===== src/fault_params.svh =====
// constants for the input fault response block
`ifndef FAULT_PARAMS_SVH
`define FAULT_PARAMS_SVH
`define CMD_UV_FAULT_LIMIT      8'h59
`define CMD_UV_FAULT_ACTION     8'h5a
`define CMD_OC_THRESHOLD        8'h5b
`define UV_ACTION_RESET         8'h84
`define OC_THRESHOLD_RESET      16'h1388
`define UV_LIMIT_RESET          16'h0000
`define ACT_SEL_MSB             7
`define ACT_SEL_LSB             6
`define RETRY_MSB               5
`define RETRY_LSB               3
`define DELAY_MSB               2
`define DELAY_LSB               0
`define HYST_SHIFT              4
`define DELAY_STEP_MS           25
`define DELAY_MAX_MS            175
`define CLK_HZ                  100000000
`define DELAY_STEP_CYCLES       ((`DELAY_STEP_MS * `CLK_HZ) / 1000)
`endif


===== src/fault_pkg.sv =====
// types for the input fault response block
package fault_pkg;
    typedef enum logic [1:0]
    {
        ACT_CONTINUE = 2'h0,
        ACT_BAD1     = 2'h1,
        ACT_SHUTDOWN = 2'h2,
        ACT_BAD3     = 2'h3
    } fault_action_select_e;

    typedef enum logic [2:0]
    {
        RETRY_NONE    = 3'h0,
        RETRY_FOREVER = 3'h7
    } retry_code_e;

    typedef struct packed
    {
        fault_action_select_e fault_action_select;
        logic [2:0]           retry;
        logic [2:0]           delay;
    } uv_action_s;

    typedef struct packed
    {
        logic        wr;
        logic        rd;
        logic [7:0]  cmd;
        logic [15:0] wdata;
        logic [1:0]  page;
    } reg_req_s;

    typedef enum logic [3:0]
    {
        ST_RUN     = 4'b0001,
        ST_FAULTED = 4'b0010,
        ST_WAIT    = 4'b0100,
        ST_LATCHED = 4'b1000
    } fault_state_e;
endpackage


===== src/retry_timer.sv =====
// retry delay counter
`timescale 1ns/1ps
`include "fault_params.svh"
module retry_timer
    import fault_pkg::*;
#(
    parameter int unsigned STEP_CYCLES = `DELAY_STEP_CYCLES
)
(
    input  wire logic       mclk_i,
    input  wire logic       reset_i,
    input  wire logic       start_i,
    input  wire logic [2:0] code_i,
    output logic            done_o
);
    logic [31:0] cycles_left;
    logic        running;

    // 111 is 7 steps: 175 ms equals 7 x 25 ms
    function automatic logic [31:0] delay_cycles(input logic [2:0] code);
        delay_cycles = 32'(code) * 32'(STEP_CYCLES);
    endfunction

    always_ff @(posedge mclk_i or posedge reset_i)
    begin
        if (reset_i)
        begin
            cycles_left <= 32'h0;
            running     <= 1'b0;
            done_o      <= 1'b0;
        end
        else if (start_i)
        begin
            cycles_left <= delay_cycles(code_i);
            running     <= 1'b1;
            done_o      <= 1'b0;
        end
        else if (running)
        begin
            // done stays up until the next start, so a late clear still retries
            done_o <= (cycles_left <= 32'h1);
            running <= (cycles_left > 32'h1);
            if (cycles_left != 32'h0)
                cycles_left <= cycles_left - 32'h1;
        end
    end
endmodule // retry_timer


===== src/input_fault_response_logic.sv =====
// input undervoltage response and input overcurrent threshold
`timescale 1ns/1ps
`include "fault_params.svh"
module input_fault_response_logic
    import fault_pkg::*;
#(
    parameter int unsigned PAGES       = 2,
    parameter int unsigned STEP_CYCLES = `DELAY_STEP_CYCLES
)
(
    input  wire logic        mclk_i,
    input  wire logic        reset_i,
    input  wire reg_req_s    req_i,
    output logic [15:0]      rdata_o,
    output logic             rvalid_o,
    output logic             cmd_err_o,
    input  wire logic [15:0] vin_reading_i,
    input  wire logic [15:0] iin_reading_i,
    input  wire logic        enable_cmd_i,
    input  wire logic        bias_good_i,
    input  wire logic        other_fault_i,
    input  wire logic        restart_i,
    input  wire logic        clear_faults_i,
    output logic             output_enable_o,
    output logic             uv_fault_flag_o,
    output logic             oc_fault_flag_o,
    output logic             alert_line_n_o,
    output logic             alert_line_n_oe_o
);
    localparam int unsigned PW = (PAGES > 1) ? $clog2(PAGES) : 1;

    logic [7:0]  uv_action [PAGES];
    logic [15:0] oc_limit  [PAGES];
    logic [15:0] uv_limit  [PAGES];
    logic [PW-1:0] pg;
    logic [1:0]  sync_en;
    logic [1:0]  sync_bias;
    logic [1:0]  sync_oth;
    logic        en_s;
    logic        bias_s;
    logic        oth_s;
    logic        uv_active;
    logic        uv_now;
    logic        uv_clear_ok;
    logic        oc_now;
    logic        timer_start;
    logic        timer_done;
    logic        stop_retry;
    uv_action_s  act;
    fault_state_e state;
    fault_state_e next_state;

    // page select is narrowed to the stored copies
    assign pg = req_i.page[PW-1:0];
    assign act = uv_action_s'(uv_action[0]);

    // hysteresis: threshold plus threshold/16, signed
    function automatic logic signed [17:0] clear_level(input logic [15:0] lim);
        clear_level = 18'($signed(lim)) + 18'($signed(lim) >>> `HYST_SHIFT);
    endfunction

    function automatic logic known_cmd(input logic [7:0] c);
        known_cmd = (c == `CMD_UV_FAULT_ACTION) || (c == `CMD_OC_THRESHOLD) || (c == `CMD_UV_FAULT_LIMIT);
    endfunction

    // page number must name a stored copy
    function automatic logic page_ok(input logic [1:0] p);
        page_ok = (32'(p) < PAGES);
    endfunction

    // codes 01 and 11 are unsupported and behave like continue
    function automatic logic shuts_down(input uv_action_s a);
        shuts_down = (a.fault_action_select == ACT_SHUTDOWN);
    endfunction

    // codes 001 to 110 are unsupported and latch off like 000
    function automatic logic retries(input uv_action_s a);
        retries = (a.retry == RETRY_FOREVER);
    endfunction

    // register writes, one copy per page; a refused page or command stores nothing
    always_ff @(posedge mclk_i or posedge reset_i)
    begin
        if (reset_i)
        begin
            for (int i = 0; i < PAGES; i++)
                uv_action[i] <= `UV_ACTION_RESET;
        end
        else if (req_i.wr && page_ok(req_i.page) && (req_i.cmd == `CMD_UV_FAULT_ACTION))
        begin
            uv_action[pg] <= req_i.wdata[7:0];
        end
    end

    always_ff @(posedge mclk_i or posedge reset_i)
    begin
        if (reset_i)
        begin
            for (int i = 0; i < PAGES; i++)
                oc_limit[i] <= `OC_THRESHOLD_RESET;
        end
        else if (req_i.wr && page_ok(req_i.page) && (req_i.cmd == `CMD_OC_THRESHOLD))
        begin
            oc_limit[pg] <= req_i.wdata;
        end
    end

    // limit kept here so the undervoltage compare has a programmable threshold
    always_ff @(posedge mclk_i or posedge reset_i)
    begin
        if (reset_i)
        begin
            for (int i = 0; i < PAGES; i++)
                uv_limit[i] <= `UV_LIMIT_RESET;
        end
        else if (req_i.wr && page_ok(req_i.page) && (req_i.cmd == `CMD_UV_FAULT_LIMIT))
        begin
            uv_limit[pg] <= req_i.wdata;
        end
    end

    // read strobe answered one cycle later
    always_ff @(posedge mclk_i or posedge reset_i)
    begin
        if (reset_i)
            rvalid_o <= 1'b0;
        else
            rvalid_o <= req_i.rd;
    end

    // unknown command or missing page is refused for reads and writes alike
    always_ff @(posedge mclk_i or posedge reset_i)
    begin
        if (reset_i)
            cmd_err_o <= 1'b0;
        else
            cmd_err_o <= (req_i.rd || req_i.wr) && (!known_cmd(req_i.cmd) || !page_ok(req_i.page));
    end

    // read data holds until the next read
    always_ff @(posedge mclk_i or posedge reset_i)
    begin
        if (reset_i)
            rdata_o <= 16'h0;
        else if (req_i.rd && page_ok(req_i.page))
        begin
            case (req_i.cmd)
                `CMD_UV_FAULT_ACTION: rdata_o <= {8'h0, uv_action[pg]};
                `CMD_OC_THRESHOLD:    rdata_o <= oc_limit[pg];
                `CMD_UV_FAULT_LIMIT:  rdata_o <= uv_limit[pg];
                default:              rdata_o <= 16'h0;
            endcase
        end
        else if (req_i.rd)
        begin
            rdata_o <= 16'h0;
        end
    end

    // control pins come from outside the clock domain; two flops against metastability
    always_ff @(posedge mclk_i or posedge reset_i)
    begin
        if (reset_i)
            sync_en <= 2'h0;
        else
            sync_en <= {sync_en[0], enable_cmd_i};
    end

    always_ff @(posedge mclk_i or posedge reset_i)
    begin
        if (reset_i)
            sync_bias <= 2'h0;
        else
            sync_bias <= {sync_bias[0], bias_good_i};
    end

    always_ff @(posedge mclk_i or posedge reset_i)
    begin
        if (reset_i)
            sync_oth <= 2'h0;
        else
            sync_oth <= {sync_oth[0], other_fault_i};
    end
    assign en_s   = sync_en[1];
    assign bias_s = sync_bias[1];
    assign oth_s  = sync_oth[1];

    // page 0 drives the shared input stage
    assign uv_now      = $signed(vin_reading_i) < $signed(uv_limit[0]);
    assign uv_clear_ok = 18'($signed(vin_reading_i)) > clear_level(uv_limit[0]);
    assign oc_now      = $signed(iin_reading_i) > $signed(oc_limit[0]);

    // fault stays active until voltage clears the hysteresis band
    always_ff @(posedge mclk_i or posedge reset_i)
    begin
        if (reset_i)
            uv_active <= 1'b0;
        else if (uv_now)
            uv_active <= 1'b1;
        else if (uv_clear_ok)
            uv_active <= 1'b0;
    end

    // sticky flags; a new fault wins over a clear
    always_ff @(posedge mclk_i or posedge reset_i)
    begin
        if (reset_i)
        begin
            uv_fault_flag_o <= 1'b0;
            oc_fault_flag_o <= 1'b0;
        end
        else
        begin
            if (uv_now)
                uv_fault_flag_o <= 1'b1;
            else if (clear_faults_i)
                uv_fault_flag_o <= 1'b0;
            if (oc_now)
                oc_fault_flag_o <= 1'b1;
            else if (clear_faults_i)
                oc_fault_flag_o <= 1'b0;
        end
    end

    // open drain: drive low only while a flag stands
    assign alert_line_n_o    = 1'b0;
    assign alert_line_n_oe_o = uv_fault_flag_o || oc_fault_flag_o;

    assign stop_retry = !en_s || !bias_s || oth_s;

    always_comb
    begin
        next_state  = state;
        timer_start = 1'b0;
        case (state)
            ST_RUN:
            begin
                // unsupported action codes are treated as continue
                if (uv_now && en_s && shuts_down(act))
                    next_state = ST_FAULTED;
            end
            ST_FAULTED:
            begin
                if (retries(act) && !stop_retry)
                begin
                    next_state  = ST_WAIT;
                    timer_start = 1'b1;
                end
                else
                    next_state = ST_LATCHED;
            end
            ST_WAIT:
            begin
                if (stop_retry)
                    next_state = ST_LATCHED;
                else if (timer_done && !uv_active)
                    next_state = ST_RUN;
            end
            ST_LATCHED:
            begin
                // unsupported retry codes latch off as well
                if (restart_i)
                    next_state = ST_RUN;
            end
            default: next_state = ST_RUN;
        endcase
    end

    always_ff @(posedge mclk_i or posedge reset_i)
    begin
        if (reset_i)
            state <= ST_RUN;
        else
            state <= next_state;
    end

    always_ff @(posedge mclk_i or posedge reset_i)
    begin
        if (reset_i)
            output_enable_o <= 1'b0;
        else
            output_enable_o <= (next_state == ST_RUN) && en_s && bias_s;
    end

    // zero delay code restarts almost at once, which the host should avoid
    retry_timer #(
        .STEP_CYCLES (STEP_CYCLES)
    ) u_timer (
        .mclk_i  (mclk_i),
        .reset_i (reset_i),
        .start_i (timer_start),
        .code_i  (act.delay),
        .done_o  (timer_done)
    );
endmodule // input_fault_response_logic


===== config.mk =====
export PLATFORM = sky130hd
export DESIGN_NAME = input_fault_response_logic
export DESIGN_NICKNAME = d
export VERILOG_FILES = /design/src/fault_pkg.sv /design/src/retry_timer.sv /design/src/input_fault_response_logic.sv
export VERILOG_INCLUDE_DIRS = /design/src
export SDC_FILE = /design/constraint.sdc
export NUM_CORES = 1
export LEC_CHECK = 0
export BUFFER_PORTS_ARGS = -buffer_cell sky130_fd_sc_hd__buf_2
export CAP_MARGIN = 20
export CORE_ASPECT_RATIO = 0.8
export CORE_MARGIN = 2
export CORE_UTILIZATION = 54
export DETAILED_ROUTE_END_ITERATION = 6
export HOLD_SLACK_MARGIN = 0.06
export PLACE_DENSITY = 0.82
export SYNTH_ARGS = -nofsm -noshare
export SYNTH_HDL_FRONTEND = slang
export SYNTH_SLANG_ARGS = --single-unit

===== constraint.sdc =====
create_clock -name mclk_i -period 3.9 [get_ports mclk_i]
set_clock_uncertainty 0.1 [all_clocks]
set_input_delay 0.195 -clock mclk_i [delete_from_list [all_inputs] [get_ports mclk_i]]
set_output_delay 0.195 -clock mclk_i [all_outputs]
set_load 0.03 [all_outputs]

Yosys cells after proc, flatten, opt, wreduce, memory -nomap -nowiden
Index checks and enable logic that the tools add are counted.

storage, ports and cells
  logic and storage cells = 115
  input port bits = 67
  bits in registers = 146
  output and inout bits = 23

operators by class
  $mul = 1
  muxes and demuxes = 39
  bitwise gates (word level) = 1
  equal/unequal tests = 10
  add/sub/neg operators = 2
  reductions and logical operators = 34
  $lt $le $gt $ge = 8

operator list
  cell                                                                     count
  16-bit two-way mux                                                       9
  32-bit two-way mux                                                       3
  32-bit bitwise mux                                                       2
  16-bit one-hot mux with 3 select lines                                   1
  32-bit by 1-bit > comparator with 1-bit output (second input constant)   1
  32-bit by 1-bit <= comparator with 1-bit output (second input constant)  1
  8-bit two-way mux                                                        4
  32-bit nonzero test                                                      1
  32-bit by 1-bit subtractor with 32-bit output (second input constant)    1
  4-bit by 22-bit multiplier with 26-bit output (second input constant)    1
  8-bit by 7-bit equality test with 1-bit output (second input constant)   3
  4-bit two-way mux                                                        5
  16-bit by 12-bit adder with 17-bit output                                1
  16-bit by 17-bit > comparator with 1-bit output                          1
  16-bit bitwise mux                                                       1
  16-bit demux with 1-bit select                                           1
  16-bit > comparator                                                      1
  16-bit less-than comparator                                              1
  4-bit one-hot mux with 4 select lines                                    1
  1-bit logical AND                                                        13
  2-bit nonzero test                                                       6
  1-bit two-way mux                                                        11
  8-bit demux with 1-bit select                                            1
  4-bit by 1-bit equality test with 1-bit output (second input constant)   2
  12 further kinds                                                         23

Logic depth before layout (Yosys ltp)
  word-level depth = 10
  depth in mapped cells = 14
  depth with buffers taken out = 14

By module
Synthesis repeated with hierarchy kept, for this count alone.

unflattened totals
  cells, all modules = 997
  area total of the unflattened synthesis = 9786.9 µm²

modules (own cells, without submodules)
  module                      seq. area each (µm²)  cells an instance  area each (µm²)  instances
  input_fault_response_logic  2821.5                633                6706.4           1
  retry_timer                 850.8                 364                3080.5           1

Least setup slack after synthesis
Ideal clock, no wire load.

  kind = register to register
  start = reg uv_limit[20] (netlist bit)
  end = reg uv_active
  period minus slack after synthesis = 3495 ps
  data required time = 3710 ps
  arrival = 3305 ps
  slack = 405 ps
  cell stages (with the launch flop) = 15
  library setup time = 90 ps
  buffers on the path = 0
  path through = dfrtp_1 ha_1 fa_1 a21o_1 a221oi_1 o22ai_1 a2111oi_0 nor3_1 xnor2_1 ha_1 a21oi_1 o2111ai_1 a211oi_1 o211ai_1 o2111ai_1

on the way
  longest elaborated chain between the ends = 3
  elaborated cells between the ends (all ways) = 5
  classes of those cells = add/sub (1); order compare (2); mux (1); reduce/logical (1)

ends and longest elaborated chain
  what                                             line                               RTL
  start, declared                                  input_fault_response_logic.sv:34   logic [15:0] uv_limit [PAGES];
  start signal, assigned by index                  input_fault_response_logic.sv:114  uv_limit[i] <= `UV_LIMIT_RESET;
  start signal, assigned by index                  input_fault_response_logic.sv:118  uv_limit[pg] <= req_i.wdata;
  16-bit by 12-bit adder with 17-bit output        input_fault_response_logic.sv:59   clear_level = 18'($signed(lim)) + 18'($signed(lim) >>> `HYST_SHIFT);
  16-bit by 17-bit > comparator with 1-bit output  input_fault_response_logic.sv:190  assign uv_clear_ok = 18'($signed(vin_reading_i)) > clear_level(uv_limit[0]);
  2-bit nonzero test (no source line)              --
  end signal, assigned                             input_fault_response_logic.sv:197  uv_active <= 1'b0;
  end signal, assigned                             input_fault_response_logic.sv:199  uv_active <= 1'b1;
  end signal, assigned                             input_fault_response_logic.sv:201  uv_active <= 1'b0;
  end, declared                                    input_fault_response_logic.sv:42   logic uv_active;

Parallel ways exist; a longest one is shown, timed or not.
A chain may end at the register's enable or synchronous reset.

Worst setup path after layout
  start = reg uv_limit[16] (netlist bit)
  end = reg uv_active

The elaborated chain is that of the path after synthesis.

==> flow_summary.yaml <==
placement:
  placed_area_mm2: 0.00979
  port_buffers: 88
  routabilityCongestion: 0.891
  hpwlAfterDp_um: 16200
clocking:
  cts_root_buf: "clkbuf_16"
  clk_latency_ns: 0.42
  clk_pin_slew_ns: 0.06
  h-tree-depth: 4
  cts_buffers: 17
  cts_num_sinks: 146
  cts_setup_buffers: 0
  cts_tree: "built"
  clock_path_buffers: 2
synth:
  synth_edf_count: 0
  synthXorXnorAreaFrac: 0.0579
  ys_types: 60
  synth_area_mm2: 0.00908
  synth_compound_area_frac: 0.135
  netlist_instances: 873
  ys_ff_latch: 146
  syn_avg_cell_area_um2: 10.4
  syn_nets: 1021
  yosysTopAreaCellShare: 0.361
  yosys_warnings: 0
  muxShareOfSynthArea: 0.130
  netlist.top_cell.by_area: "dfrtp_1"
  synth_top_family_by_area: "compound AO/OA/AOI/OAI gates"
  synthAdderAreaFrac: 0.114
  synthTopCellsByArea: "dfrtp_1 (36%), mux2_2 (11%), ha_1 (11%)"
  async_reset_ff_frac: 1.00
  ys_seq_area_frac: 0.404
  synthSimpleGateAreaFrac: 0.116
  synthFlopType: "dfrtp_1"
timing:
  timing.final.crit_share: 0.929
  finalCriticalPeriod_ns: 3.62
  hold_viol: 0
  fmax_mhz: 276
  worst_pin_slew_ns: 0.917
  relSlewSlack: 0.384
  final-setup-viol-count: 0
  slew_violations: 0
  worst_hold_slack_ns: 0.185
worst_setup_path:
  cp.required_ns: 4.12
  critPathMaxFanout: 4
  cp-start-kind: "flip-flop"
  path_cells: "ha_1 -> fa_1 -> a21o_1 -> a221oi_2 -> o22ai_2 -> a2111oi_2 -> nor3_1 -> xnor2_1 -> ha_1 -> a21oi_1 -> o2111ai_1 -> a211oi_1 -> o211ai_1 -> o2111ai_1"
  cpPeakStageDelay_ns: 0.42
  worst-setup-path-type: "flip-flop to flip-flop"
  arrival_ns: 3.85
  endpoint_kind: "flip-flop"
  slowest_stage: "dfrtp_1"
final_layout:
  areaGrowthSynthToFinish_pct: 16.9
  insertedDiodeCount: 0
  fin_area_mm2: 0.0106
  layout_commonest_cell: "dfrtp_1"
  final_nets: 1133
  multiInputGateArea_mm2: 0.00507
  fillers: 1256
  drive_gt1_frac: 0.247
  fin_util: 0.644
  regArea_mm2: 0.00367
  final_cell_mix: "dfrtp_1 (131), mux2_2 (88), buf_2 (88), ha_1 (78), inv_1 (66)"
floorplanning:
  core_area_mm2: 0.0165
  die_w_um: 149
  pin_count: 90
  dieHeight_um: 120
  dieArea_mm2: 0.0179
  rows: 42
  start_util: 0.551
power_and_ir_drop:
  pwr-share-comb: 0.106
  p_int_mw: 2.64
  p_leak_nw: 4.99
  irDropWorstVdd_mv: 0.246
  p_switching_uw: 889
  p_clk_frac: 0.451
  p_seq_frac: 0.443
  power-per-cell-area_mw_per_mm2: 332
  netSwitchingFraction: 0.252
routing:
  wl_um: 23200
  routedWlPerCell_um: 19.0
  num_vias: 7315
  postRouteAntennaNets: 0
  vias_per_cell: 6.01
  dr.pass1.iters: 6
  drc: 0
  drt_iter0_drc: 671
global_route:
  grt_max_degree: 147
  grt_pass1_wl_um: 37600
  grt.overflow.total: 0
  grtUsageTotal: 0.270
  antenna_found_initial: 1
  grt_pass1_vias: 7104
outcome:
  outcome: "finished clean"
worst_hold_path:
  hold_class: "primary input to flip-flop"
flow_run:
  max-cap-violations: 0
layout make-up:
type                            count  share of cell area
Multi-Input combinational cell    629               0.477
Sequential cell                   146               0.346
Timing Repair Buffer              124              0.0740
Clock buffer                       19              0.0408
Tap cell                          220              0.0259
Inverter                           67              0.0240
Clock inverter                     12              0.0125
sequential cells by signal, indices dropped and copies added (netlist names):
register,count
oc_limit,32
u_timer.cycles_left,32
uv_limit,32
rdata_o,16
act,8
uv_action,8
state,4
sync_bias,2
sync_en,2
sync_oth,2
cmd_err_o,1
oc_fault_flag_o,1
output_enable_o,1
rvalid_o,1
u_timer.done_o,1
u_timer.running,1
uv_active,1
uv_fault_flag_o,1
stage by stage:
stage | setup TNS [ns] | power, mW | setup slack, ns | cells
CTS | 0 | 3.54 | 0.138 | 1217
detailed placement | 0 | 1.93 | 0.188 | 1161
floorplan | 0 | 1.80 | 0.405 | 873
global route | -0.0269 | 3.64 | -0.0269 | 1217
finish | 0 | 3.52 | 0.278 | 1217
global placement | 0 | 1.92 | 0.241 | 1161
critical path: cells and delay by family (launching register included):
family | cells | cell delay (ns)
AO/OA/AOI/OAI | 9 | 1.82
AND/OR/NAND/NOR | 1 | 0.11
XOR/XNOR | 1 | 0.14
flip-flops | 1 | 0.42
adder cells (fa/ha/maj) | 3 | 0.93
Yosys cell counts, types with 8 or more instances:
| cell | number |
|---|---|
| dfrtp_1 | 131 |
| mux2_2 | 88 |
| ha_1 | 78 |
| inv_1 | 67 |
| nand2_1 | 49 |
| a21oi_1 | 47 |
| nor2_1 | 36 |
| o21ai_0 | 34 |
| xor2_1 | 32 |
| xnor2_1 | 28 |
| clkbuf_1 | 27 |
| mux2i_1 | 19 |
| a21o_1 | 16 |
| dfstp_2 | 15 |
| nand3_1 | 15 |
| o22ai_1 | 15 |
| nand4_1 | 13 |
| nor3_1 | 13 |
| nand2b_1 | 12 |
| a221oi_1 | 11 |
| o22a_1 | 11 |
| nor4_1 | 8 |
layer usage:
| metal | share of wire | wire length [um] | track usage |
|---|---|---|---|
| met1 | 0.47 | 10800 | 0.395 |
| met3 | 0.078 | 1800 | 0.0627 |
| met2 | 0.43 | 10100 | 0.392 |
| met5 | 0 | 0 | 0 |
| met4 | 0.022 | 505 | 0.0952 |
power by group through the flow:
stage / Combinational, mW / Sequential (mW) / Clock, mW
6_report: 0.372 / 1.56 / 1.59
3_3_place_gp: 0.339 / 1.59 / 0
2_1_floorplan: 0.215 / 1.59 / 0
3_5_place_dp: 0.346 / 1.59 / 0
4_1_cts: 0.370 / 1.56 / 1.61
5_1_grt: 0.413 / 1.56 / 1.67
cell families after synthesis:
family,count (synthesis)
AO/OA/AOI/OAI,184
XOR/XNOR,60
adder cells (fa/ha/maj),81
buffers and inverters,98
flip-flops,146
multiplexers,107
other,1
AND/OR/NAND/NOR,196
timing repair:
| action | CTS | global route |
|---|---|---|
| gates resized for setup | 0 | 4 |
| hold buffers | 25 | 0 |
| endpoints found under the setup margin | 0 | 1 |
| hold endpoints to repair | 213 | 0 |
final timing paths:
kind,depth (start not counted),end,startpoint,slack (ns)
setup reg to reg,14,uv_active,uv_limit[16],0.28
max in group asynchronous,4,uv_action[1],reset_i,2.66
min in group asynchronous,4,output_enable_o,reset_i,0.40
hold / removal,5,oc_fault_flag_o,iin_reading_i[14],0.18
hold reg to reg,0,sync_en[1],sync_en[0],0.27
setup / recovery,14,uv_active,uv_limit[16],0.28
Power figures use the tool's default switching activity.
